File: src/bpo_pkg.sv
// constants for the bridge pwm output stage
// assumes a single 100 MHz clock that also stands for the oscillator
package bpo_pkg;
  localparam int unsigned AW = 4;
  localparam int unsigned DW = 8;
  // register offsets
  localparam logic [3:0] ADDR_CTRL   = 4'h0;
  localparam logic [3:0] ADDR_SHDN   = 4'h1;
  localparam logic [3:0] ADDR_DBAND  = 4'h2;
  localparam logic [3:0] ADDR_STEER  = 4'h3;
  localparam logic [3:0] ADDR_PERIOD = 4'h4;
  localparam logic [3:0] ADDR_DUTY   = 4'h5;
  localparam logic [3:0] ADDR_PRESC  = 4'h6;
  localparam logic [3:0] ADDR_STATUS = 4'h7;
  // field positions
  localparam int unsigned OMODE_LSB  = 0;
  localparam int unsigned PWMSEL_LSB = 2;
  localparam int unsigned POL_LSB    = 4;
  localparam int unsigned BD_LSB     = 0;
  localparam int unsigned AC_LSB     = 2;
  localparam int unsigned SRC_LSB    = 4;
  localparam int unsigned ASE_BIT    = 7;
  localparam int unsigned DBC_LSB    = 0;
  localparam int unsigned RSEN_BIT   = 7;
  localparam int unsigned STR_LSB    = 0;
  localparam int unsigned SYNC_BIT   = 4;
  localparam int unsigned FLAG_BIT   = 0;
  localparam int unsigned DIR_BIT    = 1;
  localparam int unsigned COND_BIT   = 2;
  localparam int unsigned HOLD_BIT   = 3;
  localparam int unsigned ACT_BIT    = 4;
  localparam int unsigned SRC_EXT    = 0;
  localparam int unsigned SRC_CMP    = 1;
  // values after reset
  localparam logic [7:0] RST_PERIOD = 8'hFF;
  localparam logic [7:0] RST_DUTY   = 8'h00;
  localparam logic [7:0] RST_PRESC  = 8'h00;
  // mode encodings
  localparam logic [1:0] OM_SINGLE = 2'h0;
  localparam logic [1:0] OM_FWD    = 2'h1;
  localparam logic [1:0] OM_HALF   = 2'h2;
  localparam logic [1:0] OM_REV    = 2'h3;
  localparam logic [1:0] PWM_ON    = 2'h3;
  localparam logic [1:0] SS_LOW    = 2'h0;
  localparam logic [1:0] SS_HIGH   = 2'h1;
  // instruction cycle is four oscillator periods
  localparam int unsigned TOSC_PER_TCY = 4;
  localparam logic [1:0]  TCY_LAST     = 2'(TOSC_PER_TCY - 1);
endpackage

File: src/bpo_core.sv
// bridge pwm output stage: timer, steering, dead band, shutdown
// assumes a plain register port and pins synchronised here
module bpo_core (
  input  wire logic       mclk_in,
  input  wire logic       rst_b_in,
  input  wire logic [3:0] addr_in,
  input  wire logic [7:0] wdata_in,
  input  wire logic       wr_in,
  input  wire logic       rd_in,
  output logic      [7:0] rdata_out,
  input  wire logic       shutdown_pin_b_in,
  input  wire logic       comparator_shutdown_in,
  output logic            out_a_out,
  output logic            out_a_oe_out,
  output logic            out_b_out,
  output logic            out_b_oe_out,
  output logic            out_c_out,
  output logic            out_c_oe_out,
  output logic            out_d_out,
  output logic            out_d_oe_out,
  output logic            timer_period_flag_out
);
  typedef struct packed {
    logic            ext_s1;
    logic            ext_s2;
    logic            cmp_s1;
    logic            cmp_s2;
    logic [1:0]      omode;
    logic [1:0]      pwm_mode;
    logic [1:0]      pol;
    logic [2:0]      src_sel;
    logic [1:0]      st_ac;
    logic [1:0]      st_bd;
    logic            auto_rs;
    logic [6:0]      dbc;
    logic [3:0]      steer_reg;
    logic            steer_sync;
    logic [3:0]      steer_live;
    logic [7:0]      period;
    logic [7:0]      duty;
    logic [7:0]      presc;
    logic [7:0]      presc_cnt;
    logic [1:0]      tcy_cnt;
    logic [7:0]      timer;
    logic            active;
    logic            blank;
    logic            dir;
    logic            ase;
    logic            hold;
    logic            flag;
    logic [1:0][6:0] db_cnt;
    logic [1:0]      db_out;
    logic [3:0]      out;
    logic [3:0]      oe;
    logic [7:0]      rdata;
  } bpo_state_t;

  bpo_state_t q;
  bpo_state_t d;
  logic       mode_on;
  logic       tick;
  logic       pstart;
  logic       cond;
  logic       sd_w;
  logic       raw_w;
  logic       full_w;
  logic       half_w;
  logic       tcy_en;
  logic       wr_shdn;
  logic       wr_steer;

  // shutdown state of one pin pair as {level, drive}
  function automatic logic [1:0] shut_drive(input logic [1:0] st);
    return {st == bpo_pkg::SS_HIGH,
            (st == bpo_pkg::SS_LOW) || (st == bpo_pkg::SS_HIGH)};
  endfunction

  assign mode_on  = q.pwm_mode == bpo_pkg::PWM_ON;
  assign tick     = mode_on && (q.presc_cnt >= q.presc);
  assign pstart   = tick && (q.timer == q.period);
  assign full_w   = (q.omode == bpo_pkg::OM_FWD) ||
                    (q.omode == bpo_pkg::OM_REV);
  assign half_w   = q.omode == bpo_pkg::OM_HALF;
  assign raw_w    = q.timer < q.duty;
  assign tcy_en   = q.tcy_cnt == bpo_pkg::TCY_LAST;
  assign wr_shdn  = wr_in && (addr_in == bpo_pkg::ADDR_SHDN);
  assign wr_steer = wr_in && (addr_in == bpo_pkg::ADDR_STEER);
  // level sensitive source selection
  assign cond = (q.src_sel[bpo_pkg::SRC_EXT] && !q.ext_s2) ||
                (q.src_sel[bpo_pkg::SRC_CMP] && q.cmp_s2);
  // outputs held from the event until the restart period
  assign sd_w = cond || q.ase || q.hold;

  always_comb
  begin
    logic [3:0] en;
    logic [3:0] act;
    logic [3:0] lvl;
    logic [1:0] db_req;
    logic [1:0] st;
    logic [1:0] sdrv;
    logic       modq;
    en     = 4'h0;
    act    = 4'h0;
    lvl    = 4'h0;
    db_req = 2'h0;
    st     = 2'h0;
    sdrv   = 2'h0;
    modq   = raw_w && !q.blank;
    d = q;
    d.ext_s1  = shutdown_pin_b_in;
    d.ext_s2  = q.ext_s1;
    d.cmp_s1  = comparator_shutdown_in;
    d.cmp_s2  = q.cmp_s1;
    d.tcy_cnt = q.tcy_cnt + 2'h1;
    d.rdata   = 8'h00;

    // period timer with prescaler
    if (!mode_on)
    begin
      d.presc_cnt = 8'h00;
      d.timer     = 8'h00;
      d.active    = 1'b0;
      d.blank     = 1'b0;
    end
    else if (tick)
    begin
      d.presc_cnt = 8'h00;
      if (pstart)
      begin
        d.timer  = 8'h00;
        d.active = 1'b1;
      end
      else
      begin
        d.timer = q.timer + 8'h01;
      end
    end
    else
    begin
      d.presc_cnt = q.presc_cnt + 8'h01;
    end

    // direction swaps on entering the last timer step
    if (!full_w)
    begin
      d.dir = q.omode[1];
    end
    else if (mode_on && (d.timer == q.period) && (q.omode[1] != q.dir))
    begin
      d.dir   = q.omode[1];
      d.blank = 1'b1;
    end
    else if (pstart)
    begin
      d.blank = 1'b0;
    end

    // period flag, set beats clear
    if (wr_in && (addr_in == bpo_pkg::ADDR_STATUS) &&
        wdata_in[bpo_pkg::FLAG_BIT])
      d.flag = 1'b0;
    if (pstart)
      d.flag = 1'b1;

    // register writes
    if (wr_in)
    begin
      case (addr_in)
        bpo_pkg::ADDR_CTRL:
        begin
          d.omode    = wdata_in[bpo_pkg::OMODE_LSB +: 2];
          d.pwm_mode = wdata_in[bpo_pkg::PWMSEL_LSB +: 2];
          d.pol      = wdata_in[bpo_pkg::POL_LSB +: 2];
        end
        bpo_pkg::ADDR_SHDN:
        begin
          d.st_bd   = wdata_in[bpo_pkg::BD_LSB +: 2];
          d.st_ac   = wdata_in[bpo_pkg::AC_LSB +: 2];
          d.src_sel = wdata_in[bpo_pkg::SRC_LSB +: 3];
        end
        bpo_pkg::ADDR_DBAND:
        begin
          d.dbc     = wdata_in[bpo_pkg::DBC_LSB +: 7];
          d.auto_rs = wdata_in[bpo_pkg::RSEN_BIT];
        end
        bpo_pkg::ADDR_PERIOD: d.period = wdata_in;
        bpo_pkg::ADDR_DUTY:   d.duty = wdata_in;
        bpo_pkg::ADDR_PRESC:  d.presc = wdata_in;
        default: ;
      endcase
    end

    // event status
    if (q.auto_rs && q.ase && !cond)
      d.ase = 1'b0;
    if (wr_shdn && !cond)
      d.ase = wdata_in[bpo_pkg::ASE_BIT];
    if (cond)
      d.ase = 1'b1;
    if (cond || q.ase)
      d.hold = 1'b1;
    else if (pstart)
      d.hold = 1'b0;

    // steering update, immediate or at period start
    if (pstart && q.steer_sync)
      d.steer_live = q.steer_reg;
    if (wr_steer)
    begin
      d.steer_reg  = wdata_in[bpo_pkg::STR_LSB +: 4];
      d.steer_sync = wdata_in[bpo_pkg::SYNC_BIT];
      if (!wdata_in[bpo_pkg::SYNC_BIT])
      begin
        d.steer_live = wdata_in[bpo_pkg::STR_LSB +: 4];
      end
    end

    // dead band on each rising request, half bridge only
    db_req = (half_w && q.active) ? {!raw_w, raw_w} : 2'h0;
    for (int i = 0; i < 2; i++)
    begin
      if (!db_req[i])
      begin
        d.db_cnt[i] = 7'h00;
      end
      else if (tcy_en && (q.db_cnt[i] < q.dbc))
      begin
        d.db_cnt[i] = q.db_cnt[i] + 7'h01;
      end
      d.db_out[i] = db_req[i] && (q.db_cnt[i] >= q.dbc);
    end

    // pin enables and active levels, bit order d c b a
    case (q.omode)
      bpo_pkg::OM_SINGLE:
      begin
        en  = q.steer_live;
        act = {4{raw_w}};
      end
      bpo_pkg::OM_HALF:
      begin
        en  = 4'h3;
        act = {2'h0, q.db_out};
      end
      default:
      begin
        en  = 4'hF;
        act = q.dir ? {1'b0, 1'b1, modq, 1'b0}
                    : {modq, 1'b0, 1'b0, 1'b1};
      end
    endcase
    if (!mode_on)
      en = 4'h0;
    if (!q.active)
      act = 4'h0;
    // polarity per pair, steered pins included
    lvl = act ^ {q.pol[1], q.pol[0], q.pol[1], q.pol[0]};

    // shutdown only on enabled pins
    for (int i = 0; i < 4; i++)
    begin
      st   = (i % 2 == 0) ? q.st_ac : q.st_bd;
      sdrv = shut_drive(st);
      if (en[i] && sd_w)
      begin
        d.out[i] = sdrv[1];
        d.oe[i]  = sdrv[0];
      end
      else
      begin
        d.out[i] = en[i] && lvl[i];
        d.oe[i]  = en[i];
      end
    end

    // read data for the next cycle
    if (rd_in)
    begin
      case (addr_in)
        bpo_pkg::ADDR_CTRL:   d.rdata = {2'h0, q.pol, q.pwm_mode, q.omode};
        bpo_pkg::ADDR_SHDN:   d.rdata = {q.ase, q.src_sel, q.st_ac, q.st_bd};
        bpo_pkg::ADDR_DBAND:  d.rdata = {q.auto_rs, q.dbc};
        bpo_pkg::ADDR_STEER:  d.rdata = {3'h0, q.steer_sync, q.steer_reg};
        bpo_pkg::ADDR_PERIOD: d.rdata = q.period;
        bpo_pkg::ADDR_DUTY:   d.rdata = q.duty;
        bpo_pkg::ADDR_PRESC:  d.rdata = q.presc;
        bpo_pkg::ADDR_STATUS:
          d.rdata = {3'h0, q.active, q.hold, cond, q.dir, q.flag};
        default:              d.rdata = 8'h00;
      endcase
    end
  end

  always_ff @(posedge mclk_in or negedge rst_b_in)
  begin
    if (!rst_b_in)
    begin
      q        <= '0;
      q.ext_s1 <= 1'b1;
      q.ext_s2 <= 1'b1;
      q.period <= bpo_pkg::RST_PERIOD;
      q.duty   <= bpo_pkg::RST_DUTY;
      q.presc  <= bpo_pkg::RST_PRESC;
    end
    else
    begin
      q <= d;
    end
  end

  assign rdata_out             = q.rdata;
  assign out_a_out             = q.out[0];
  assign out_a_oe_out          = q.oe[0];
  assign out_b_out             = q.out[1];
  assign out_b_oe_out          = q.oe[1];
  assign out_c_out             = q.out[2];
  assign out_c_oe_out          = q.oe[2];
  assign out_d_out             = q.out[3];
  assign out_d_oe_out          = q.oe[3];
  assign timer_period_flag_out = q.flag;
endmodule

File: config.mk
export PLATFORM = sky130hd
export DESIGN_NAME = bpo_core
export DESIGN_NICKNAME = d
export VERILOG_FILES = /design/src/bpo_pkg.sv /design/src/bpo_core.sv
export SDC_FILE = /design/constraint.sdc
export NUM_CORES = 1
export LEC_CHECK = 0
export ABC_AREA = 1
export BUFFER_PORTS_ARGS = -buffer_cell sky130_fd_sc_hd__clkbuf_2
export CORE_ASPECT_RATIO = 1.1
export CORE_MARGIN = 2
export CORE_UTILIZATION = 60
export CTS_CLUSTER_DIAMETER = 40
export DETAILED_ROUTE_END_ITERATION = 16
export GPL_ROUTABILITY_DRIVEN = 0
export GPL_TIMING_DRIVEN = 1
export PLACE_DENSITY_LB_ADDON = 0.08
export SLEW_MARGIN = 20
export SYNTH_ARGS = -nofsm -noshare
export SYNTH_HDL_FRONTEND = slang
export SYNTH_SLANG_ARGS = --single-unit
File: constraint.sdc
create_clock -name mclk_in -period 3 [get_ports mclk_in]
set_clock_uncertainty 0.1 [all_clocks]
set_input_delay 0.15 -clock mclk_in [delete_from_list [all_inputs] [get_ports mclk_in]]
set_output_delay 0.15 -clock mclk_in [all_outputs]
set_load 0.05 [all_outputs]
==> results.json <==
{
  "start_kind": "flop",
  "multi_input_area_um2": 2780,
  "nets": 854,
  "start_util_pct": 62.0,
  "required_ns": 3.35,
  "crit_path_max_fanout": 11,
  "final_common_cell": "nand2_1",
  "synth.net_count": 805,
  "peakVddDrop_mv": 0.523,
  "grt_max_degree": 52,
  "hpwl_um": 12200,
  "avgSynthCellArea_um2": 8.18,
  "io_buffer_count": 34,
  "die-area_um2": 11100,
  "synth_edf_count": 0,
  "first_pass_iters": 5,
  "power_w": 0.00482,
  "critPathTopFamily": "simple AND/OR/NAND/NOR gates",
  "cts-root-buf": "clkbuf_8",
  "coreArea_um2": 9940,
  "antenna_found_initial": 1,
  "finalCritPeriodShare_pct": 82.9,
  "track_usage_pct": 32.7,
  "dp_slack_ns": 0.584,
  "rrSetupSlack_ns": 0.51,
  "most-common-layout-cells": "nand2_1, dfrtp_1, inv_1",
  "ys_seq_elements": 114,
  "clock-sinks": 114,
  "die_w_um": 101,
  "area_growth_pct": 15.4,
  "cts_buffers": 17,
  "detail_route.vias_per_cell": 5.91,
  "grt_pass1_vias": 5434,
  "hold_class": "in -> reg",
  "drc": 0,
  "rows": 38,
  "drv_cap": 0,
  "drt-total-wl_um": 16500,
  "finalSetupViolCount": 0,
  "final-seq-area_um2": 2870,
  "overflow": 0,
  "cts-htree-levels": 4,
  "yosys_warnings": 0,
  "clock_latency_ns": 0.53,
  "cts_tree": "built",
  "syn-cell-area_um2": 6160,
  "finalMaxSlewViolations": 0,
  "timing.setup.tns_ns": 0,
  "drive_gt1_share_pct": 12.3,
  "outcome": "complete, no violations",
  "slowest_stage": "dfrtp_1",
  "async_flop_share_pct": 100,
  "crit_top_cell": "nand3_1",
  "rsz0062_at_grt": "false",
  "critPathArrivalTime_ns": 2.84,
  "ys_seq_area_share_pct": 46.5,
  "worstSetupPathType": "reg -> reg",
  "grt_pass1_wl_um": 27100,
  "clkTransAtPathRegs_ns": 0.05,
  "critPathMaxStageDelay_ns": 0.38,
  "clock_path_buffers": 2,
  "tightest_slew_ns": 0.652,
  "pwr_density_cell_nw_per_um2": 678,
  "io_pins": 35,
  "cp-end-kind": "flop",
  "crit_chain": "inv_1 -> ha_1 -> a21o_1 -> nor2_4 -> nand3_4 -> a21oi_4 -> nand3_1 -> nand2_1 -> nand3_1 -> nor2_2 -> nand3_1 -> o21ai_1",
  "setup_ws_ns": 0.513,
  "synthCells": 753,
  "hold_viol_final": 0,
  "period_minus_slack_ns": 2.49,
  "cts_resized": 0,
  "crit_buf_inv": 1,
  "wire_per_inst_um": 17.7,
  "yosysUniqueCellTypes": 45,
  "leakagePower_nw": 3.56,
  "synthFlopType": "dfrtp_1",
  "nFillCells": 778,
  "drt_iter0_drc": 502,
  "die_h_um": 110,
  "dr_total_vias": 5536,
  "max_freq_mhz": 402,
  "ant_nets": 0,
  "relSlewSlack_pct": 56.5
}
[per-stage QoR]
step / hold slack, ns / utilization (%) / std cells / area, um2
2_1_floorplan: -0.246 / - / 753 / 6160
3_3_place_gp: 0.112 / 64.4 / 892 / 6400
3_5_place_dp: 0.110 / 64.4 / 892 / 6400
4_1_cts: 0.0202 / 71.6 / 935 / 7110
5_1_grt: 0.0501 / 71.6 / 935 / 7110
6_report: 0.0251 / 71.6 / 936 / 7110
[final timing paths]
path                                to  depth (start not counted)        start
max in group asynchronous        q[74]                          3     rst_b_in
worst min register to register  q[110]                          0       d[110]
worst max-delay path             q[36]                         12        q[63]
worst min-delay path             q[91]                          3  wdata_in[2]
min in group asynchronous        q[48]                          2     rst_b_in
worst max register to register   q[36]                         12        q[63]
[cell families after synthesis]
family | count (synthesis) | synth area share [%]
AO/OA/AOI/OAI | 146 | 13.4
XOR/XNOR | 11 | 1.56
adder cells (fa/ha/maj) | 34 | 6.90
buffers and inverters | 125 | 8.37
flip-flops | 114 | 46.5
AND/OR/NAND/NOR | 323 | 23.2
[cells in the mapped netlist, drive strengths merged (7+ instances only)]
| library cell | instances | share of area, % |
|---|---|---|
| nand3 | 34 | 3.0 |
| clkbuf | 8 | 0.49 |
| a21oi | 33 | 2.9 |
| nor3 | 7 | 0.57 |
| ha | 34 | 6.9 |
| dfrtp | 104 | 42 |
| nor2 | 62 | 4.3 |
| o21ai | 79 | 6.5 |
| nand4 | 22 | 2.3 |
| dfstp | 10 | 4.3 |
| xor2 | 8 | 1.1 |
| inv | 106 | 6.5 |
| o22ai | 12 | 1.2 |
| nor3b | 8 | 0.97 |
| buf | 11 | 1.4 |
| nand2 | 185 | 11 |
[registers in the layout, indices dropped and copies added (netlist names)]
register / flops
q: 95
rdata_out: 8
d: 2
out_a_oe_out: 1
out_a_out: 1
out_b_oe_out: 1
out_b_out: 1
out_c_oe_out: 1
out_c_out: 1
out_d_oe_out: 1
out_d_out: 1
timer_period_flag_out: 1
[tightest hold or removal path, stage by stage]
cell and delay, ns:
clkbuf_2 0.09, inv_1 0.17, o21ai_0 0.21
[power breakdown]
group          total (W)  switching [W]  internal [W]
Sequential       0.00191       0.000164       0.00175
Clock            0.00203       0.000685       0.00134
Combinational   0.000884       0.000609      0.000275
Total            0.00482        0.00146       0.00336
[final cells by class]
type	count	share of cell area [%]
Sequential cell	114	40.3
Multi-Input combinational cell	514	39.1
Clock buffer	22	6.65
Inverter	106	5.59
Timing Repair Buffer	49	4.40
Tap cell	120	2.11
Clock inverter	10	1.83
Antenna cell	1	0.0352
[repair_timing]
action | in CTS | in global routing
hold buffers | 11 | 0
buffers inserted | 0 | 0
endpoints found under the hold margin | 85 | 0
[per-layer routing]
metal,global-route usage [%],up-vias,share of wire [%]
met5,0,-,0
met4,16.3,0,4.2
met3,7.50,58,8.0
met2,53.6,263,48
met1,40.8,2619,40
li1,-,2596,-
No activity file was read; power rests on OpenSTA's default activity.
